**src/design/hbc_pkg.sv**
```systemverilog
// package for the host-side h-bridge controller
// assumes one 20 MHz clock and an external bridge driver on plain pins
package hbc_pkg;
  // clock period in ns
  localparam int CLK_PERIOD_NS = 50;
  // time the host gives itself to park every pin after a clear, in ns
  localparam int CLEAR_WINDOW_NS = 1000;
  localparam int CLEAR_WINDOW_CYC_RAW = CLEAR_WINDOW_NS / CLK_PERIOD_NS;
  // longest time rounds down, never below one cycle
  localparam int CLEAR_WINDOW_CYC = (CLEAR_WINDOW_CYC_RAW < 1) ? 1 : CLEAR_WINDOW_CYC_RAW;
  // width of the pulse on a direction input used to clear a fault, in cycles
  localparam int TOGGLE_LOW_CYC = 2;
  // cycles from raising a toggled direction input until its pin is judged:
  // one for the input flop, two for the sync chain, one to decide
  localparam int RELEASE_SETTLE_CYC = 4;
  localparam int CNT_W = 8;

  // commanded modes, encoded as {dir_a, dir_b}
  localparam logic [1:0] MODE_BRAKE_GND = 2'h0;
  localparam logic [1:0] MODE_CCW = 2'h1;
  localparam logic [1:0] MODE_CW = 2'h2;
  localparam logic [1:0] MODE_BRAKE_SUP = 2'h3;

  // user command toward the controller
  typedef struct packed {
    logic [1:0] mode;     // requested bridge mode
    logic pwm;            // pulse-width request
    logic park_a;         // hold leg a in high impedance
    logic park_b;         // hold leg b in high impedance
  } hbc_cmd_t;

  // diagnosis reported to the user
  typedef struct packed {
    logic fault_a;        // leg a reports a latched fault
    logic fault_b;        // leg b reports a latched fault
    logic standby;        // bridge parked after a persisting fault or after a clear while all parked
    logic busy;           // clear sequence in progress
  } hbc_stat_t;

  typedef enum logic [2:0] {
    HBC_RUN,
    HBC_TOG_LOW,
    HBC_TOG_HIGH,
    HBC_PARK,
    HBC_STBY
  } hbc_state_t;
endpackage : hbc_pkg

```
**src/design/hbc_ctrl.sv**
```systemverilog
// host-side controller for an h-bridge driver with latching fault pins
// assumes the diag/enable pins have external pull-ups and the pins come
// from the driver asynchronously to mclk
// a clear parks the bridge only if the fault is still there after release or both legs were already parked with pwm low
//
// How it works
// pwm low turns both low sides off
// pwm high re-enables selected low side
// enables high: direction pair selects four modes
// host releases diag pins, pull-up holds high
// driver pulls faulty leg diag pin low
// faults: high-side overtemp, low-side saturation
// faulty leg latched off until cleared
// rising direction input edge clears latch
// host reads inputs and diag pins for fault
// persisting fault: toggle, then park all low
// all low already: toggle clears, enters standby
// held-low diag pin makes half-bridge high-z
// fault on one leg leaves other alone
`timescale 1ns/1ps
module hbc_ctrl
  import hbc_pkg::*;
(
  input wire logic mclk,             // 20 MHz clock
  input wire logic rst,              // async reset, active high
  input wire hbc_cmd_t cmd,          // user command
  input wire logic clear_req,        // one-cycle request to clear faults
  output hbc_stat_t stat,            // diagnosis
  output logic dir_in_a,             // direction input a
  output logic dir_in_b,             // direction input b
  output logic pwm_out,              // pulse-width input of the driver
  input wire logic diag_enable_a_i,  // pin level of diag/enable a
  output logic diag_enable_a_o,      // drive value, always low
  output logic diag_enable_a_oe,     // high while host pulls pin a low
  input wire logic diag_enable_b_i,  // pin level of diag/enable b
  output logic diag_enable_b_o,      // drive value, always low
  output logic diag_enable_b_oe      // high while host pulls pin b low
);
  hbc_state_t state_q, state_d;
  logic [1:0] sync_a_q, sync_b_q;
  logic [CNT_W-1:0] cnt_q, cnt_d;
  logic dir_a_q, dir_b_q, pwm_q, oe_a_q, oe_b_q;
  logic dir_a_d, dir_b_d, pwm_d, oe_a_d, oe_b_d;
  logic tog_a_q, tog_a_d, tog_b_q, tog_b_d;
  logic [1:0] oe_a_h_q, oe_b_h_q;

  // a low pin only counts once our own pull has left the sync chain
  function automatic logic pin_fault(input logic pin_lvl, input logic oe_now,
                                     input logic [1:0] oe_hist);
    return !pin_lvl && !oe_now && !(|oe_hist);
  endfunction : pin_fault

  // a pin reads low while not driven by us only when the driver reports
  wire logic pin_a = sync_a_q[1];
  wire logic pin_b = sync_b_q[1];
  wire logic flt_a = pin_fault(pin_a, oe_a_q, oe_a_h_q);
  wire logic flt_b = pin_fault(pin_b, oe_b_q, oe_b_h_q);
  wire logic any_flt = flt_a || flt_b;
  // all parked already: a toggle alone finishes the clear
  wire logic all_low = !pwm_q && oe_a_q && oe_b_q;

  // two-flop synchronisers on the pins coming back from the driver
  always_ff @(posedge mclk or posedge rst)
  begin
    if (rst)
    begin
      sync_a_q <= 2'h3;
      sync_b_q <= 2'h3;
    end
    else
    begin
      sync_a_q <= {sync_a_q[0], diag_enable_a_i};
      sync_b_q <= {sync_b_q[0], diag_enable_b_i};
    end
  end

  // history of our own pulls, so that a pin we just released is not
  // mistaken for a fault while its low level is still in the sync chain
  always_ff @(posedge mclk or posedge rst)
  begin
    if (rst)
    begin
      oe_a_h_q <= 2'h0;
      oe_b_h_q <= 2'h0;
    end
    else
    begin
      oe_a_h_q <= {oe_a_h_q[0], oe_a_q};
      oe_b_h_q <= {oe_b_h_q[0], oe_b_q};
    end
  end

  // sequencer for mode drive and fault clearing
  always_comb
  begin
    state_d = state_q;
    cnt_d = cnt_q;
    tog_a_d = tog_a_q;
    tog_b_d = tog_b_q;
    // pwm gating happens in the driver; we just pass the request on
    pwm_d = cmd.pwm;
    dir_a_d = cmd.mode[1];
    dir_b_d = cmd.mode[0];
    // release unless parking; pull-up then keeps the pin high
    oe_a_d = cmd.park_a;
    oe_b_d = cmd.park_b;
    case (state_q)
      HBC_RUN:
      begin
        if (clear_req && (any_flt || all_low))
        begin
          // remember which legs to toggle; a clean leg keeps running unless all are parked with its input high
          tog_a_d = flt_a || (all_low && dir_a_q);
          tog_b_d = flt_b || (all_low && dir_b_q);
          cnt_d = CNT_W'(TOGGLE_LOW_CYC);
          state_d = HBC_TOG_LOW;
        end
      end
      HBC_TOG_LOW:
      begin
        // only a toggled leg drops; the clean leg keeps following its request
        if (tog_a_q) dir_a_d = 1'b0;
        if (tog_b_q) dir_b_d = 1'b0;
        oe_a_d = oe_a_q;
        oe_b_d = oe_b_q;
        pwm_d = pwm_q;
        cnt_d = cnt_q - CNT_W'(1);
        if (cnt_q == CNT_W'(1))
        begin
          // time for the rising edge plus the sync chain before judging
          cnt_d = CNT_W'(RELEASE_SETTLE_CYC);
          state_d = HBC_TOG_HIGH;
        end
      end
      HBC_TOG_HIGH:
      begin
        // rising edge on a toggled direction input releases the latch
        if (tog_a_q) dir_a_d = 1'b1;
        if (tog_b_q) dir_b_d = 1'b1;
        oe_a_d = oe_a_q;
        oe_b_d = oe_b_q;
        pwm_d = pwm_q;
        cnt_d = cnt_q - CNT_W'(1);
        if (cnt_q == CNT_W'(1))
        begin
          // a pin still low after the release means the cause persists
          if (all_low)
          begin
            // standby forces the inputs low from its first cycle
            dir_a_d = 1'b0;
            dir_b_d = 1'b0;
            state_d = HBC_STBY;
          end
          else if (any_flt) state_d = HBC_PARK;
          else state_d = HBC_RUN;
        end
      end
      HBC_PARK:
      begin
        // park everything low inside the window after the clear
        // one cycle here keeps well clear of the window's end
        dir_a_d = 1'b0;
        dir_b_d = 1'b0;
        pwm_d = 1'b0;
        oe_a_d = 1'b1;
        oe_b_d = 1'b1;
        state_d = HBC_STBY;
      end
      HBC_STBY:
      begin
        dir_a_d = 1'b0;
        dir_b_d = 1'b0;
        pwm_d = 1'b0;
        oe_a_d = 1'b1;
        oe_b_d = 1'b1;
        // leave standby once the user releases both parks and drops pwm
        if (!cmd.park_a && !cmd.park_b && !cmd.pwm) state_d = HBC_RUN;
      end
      default: state_d = HBC_RUN;
    endcase
  end

  // state and pin registers; dir, pwm and enable outputs come straight from flops, stat is decoded from them
  always_ff @(posedge mclk or posedge rst)
  begin
    if (rst)
    begin
      state_q <= HBC_RUN;
      cnt_q <= '0;
      tog_a_q <= 1'b0;
      tog_b_q <= 1'b0;
      dir_a_q <= 1'b0;
      dir_b_q <= 1'b0;
      pwm_q <= 1'b0;
      oe_a_q <= 1'b0;
      oe_b_q <= 1'b0;
    end
    else
    begin
      state_q <= state_d;
      cnt_q <= cnt_d;
      tog_a_q <= tog_a_d;
      tog_b_q <= tog_b_d;
      dir_a_q <= dir_a_d;
      dir_b_q <= dir_b_d;
      pwm_q <= pwm_d;
      oe_a_q <= oe_a_d;
      oe_b_q <= oe_b_d;
    end
  end

  assign dir_in_a = dir_a_q;
  assign dir_in_b = dir_b_q;
  assign pwm_out = pwm_q;
  assign diag_enable_a_o = 1'b0;
  assign diag_enable_b_o = 1'b0;
  assign diag_enable_a_oe = oe_a_q;
  assign diag_enable_b_oe = oe_b_q;
  assign stat.fault_a = flt_a;
  assign stat.fault_b = flt_b;
  assign stat.standby = (state_q == HBC_STBY);
  assign stat.busy = (state_q != HBC_RUN) && (state_q != HBC_STBY);
endmodule : hbc_ctrl

```
**config.mk**
```make
export PLATFORM = sky130hd
export DESIGN_NAME = hbc_ctrl
export DESIGN_NICKNAME = d
export VERILOG_FILES = /design/src/design/hbc_pkg.sv /design/src/design/hbc_ctrl.sv
export SDC_FILE = /design/constraint.sdc
export NUM_CORES = 1
export LEC_CHECK = 0
export BUFFER_PORTS_ARGS = -buffer_cell sky130_fd_sc_hd__buf_2
export CAP_MARGIN = 20
export CELL_PAD_IN_SITES_DETAIL_PLACEMENT = 0
export CELL_PAD_IN_SITES_GLOBAL_PLACEMENT = 1
export CORE_UTILIZATION = 35
export DETAILED_ROUTE_END_ITERATION = 16
export PLACE_DENSITY = 0.7
export SETUP_SLACK_MARGIN = 0.02
export SKIP_LAST_GASP = 1
export SLEW_MARGIN = 40
export SYNTH_ARGS = -nofsm -noshare
export SYNTH_HDL_FRONTEND = slang
export SYNTH_SLANG_ARGS = --single-unit
```
**constraint.sdc**
```tcl
create_clock -name mclk -period 3.1 [get_ports mclk]
set_input_delay 0.31 -clock mclk [delete_from_list [all_inputs] [get_ports mclk]]
set_output_delay 0.31 -clock mclk [all_outputs]
set_load 0.02 [all_outputs]
```
==> metrics.cfg <==
[run_status]
status = completed

[die]
die_h_um = 65.9
die_w_um = 65.9
num_rows = 22
ios = 21
start_util_pct = 37.6
dieArea_um2 = 4350
core_um2 = 3800

[global_routing]
grt_max_degree = 27
antenna_found_initial = 0
overflow = 0
grt_pass1_vias = 1098
grt_pass1_wl_um = 5140
grtUsageTotal_pct = 15.3

[finish]
fin_nets = 169
area_growth_pct = 9.80
drive_gt1_share_pct = 23.2
layout.cells.non_filler = 203
nFillCells = 374
antennaDiodeCount = 0

[setup_path]
cp.depth = 6
crit_required_ps = 3250
slowest_delay_ps = 400
criticalPathCategory = flop to flop
crit_buf_inv = 1
worstPathMaxFanout = 4
cpMaxStageDelayCell = dfrtp_1
r2r_cells = 6
cp_data_arrival_time_ps = 2150
crit_path_end_kind = flop
crit_family = simple AND/OR/NAND/NOR gates
critPathLaunchType = flop
crit_path_cell_trace = inv_1, ha_1, nor4b_2, nand2_1, a221oi_2, mux2_1

[place]
placedCellCount = 200
place.port_buffers = 18
hpwlAfterDp_um = 2190
gp_congestion = 0.777
pre_cts_ws_ps = 1100

[timing]
finalSetupTns_ps = 0
rsz0062_at_grt = no
finalClockSkew_ps = 6.20
period_share_pct = 64.7
setup_violations = 0
holdWs_ps = 85.3
tightest_slew_ps = 542
drv_slew = 0
post-route-min-period_ps = 2000
timing.final.ws_setup_ps = 1100
slew_headroom_pct = 63.8
final-hold-violation-count = 0
fmax_mhz = 499

[min_path]
hold_class = input pin to async pin

[clocking]
cts.sinks = 26
cts_buffers = 3
ctsHoldBuffers = 0
root_buffer = clkbuf_8
clk_pin_slew_worst_paths_ps = 80
cts_tree = yes
clockBufferDepth = 2
cts_resized = 0
postCtsSetupBuffers = 0
htree_levels = 1
insertion_delay_ps = 260

[yosys]
synth_common_cells = dfrtp_1 (22), nand2_1 (13), a21oi_1 (9), nor2_1 (9), o21ai_0 (8)
syn_inst = 143
yosys-top-cells-area = dfrtp_1 (38%), dfstp_2 (7.3%), nand2_1 (3.4%)
synth_area_um2 = 1430
synth_edf_count = 0
synth.most_common_cell = dfrtp_1
ys_async_sr_fraction_pct = 100
yosysTopAreaCell = dfrtp_1
syn_avg_cell_area_um2 = 10.0
yosysSeqAreaShare_pct = 45.8
yosysTopAreaCellShare_pct = 38.5
synthDistinctLibCells = 47
ys_warn_count = 0
ys_seq_elements = 26
ys.flop_type = dfrtp_1

[job]
cap_violations = 0

[detailed_routing]
vias = 1091
ant_nets = 0
drt-initial-drc-count = 39
drc = 0
drt-pass1-iter-count = 4
via_per_inst = 5.37
routed.top_layer = met4
wl_met1_um = 1390
routed_wl_um = 2880
wl_per_cell_um = 14.2
wl_met2_um = 1360
met3_length_um = 109

[power]
leakage_uw = 0.000662
vdd_ir_drop_max_v = 0.000385
p_per_area_nw_per_um2 = 1040

final timing paths:
check                                     start          end  slack [ps]
min in group mclk               diag_enable_b_i  sync_b_q[0]         140
worst max register to register         cnt_q[1]   state_q[0]        1100
worst max-delay path                   cnt_q[1]   state_q[0]        1100
worst min register to register      sync_a_q[0]  sync_a_q[1]         360
max in group asynchronous                   rst  sync_a_q[0]        2640
worst min-delay path                        rst     dir_in_b          90
metal layers:
layer,track usage (%),vias to the layer above
met3,3.45,2
li1,-,538
met2,25.4,17
met4,2.45,0
met1,20.6,534
met5,0,-
power breakdown:
group	internal (uW)	total [uW]	leakage, uW	switching (uW)
sequential	472	667	0.000309	195
clock	86.7	180	0.0000216	93.6
combinational	333	784	0.000331	451
total	892	1630	0.000662	739
cells in the final DEF, fill, tap and decap left out, drive strengths merged, types with 6 or more instances in the layout:
master	count
dfrtp	22
buf	18
o21ai	10
nand2	13
inv	7
a21oi	9
nor2	9
a31oi	6
through the flow:
stage,area [um^2],utilization [%],power [uW]
after global placement,1530,40.3,1440
after global routing,1570,41.3,1790
final,1570,41.3,1630
after CTS,1570,41.3,1650
after floorplan,1430,-,1280
after detailed placement,1530,40.3,1460
cell families (layout without fill, tap and decap cells):
group / after synthesis / after routing / share of synthesized area, %
simple gates: 47 / 47 / 19.6
compound gates: 43 / 43 / 21.9
other cells: 1 / 2 / 0.262
flops: 26 / 26 / 45.8
xor+xnor: 2 / 2 / 1.23
buf+inv: 17 / 28 / 5.69
mux: 5 / 5 / 3.76
fa+ha+maj: 2 / 2 / 1.75
state kept, by name, indices dropped and copies added (netlist names), 2 cells and up:
signal    count
cnt_q         8
oe_a_h_q      2
oe_b_h_q      2
state_q       3
sync_a_q      2
sync_b_q      2
final cells by class:
cell class	instances	area [um^2]	share of cell area (%)
inverters	7	26.3	1.67
flip-flops and latches	26	656	41.8
well taps	48	60.1	3.82
multi-input cells	101	697	44.4
clock buffers	3	41.3	2.63
repair buffers	18	90.1	5.74
Power figures use the tool's default switching activity.
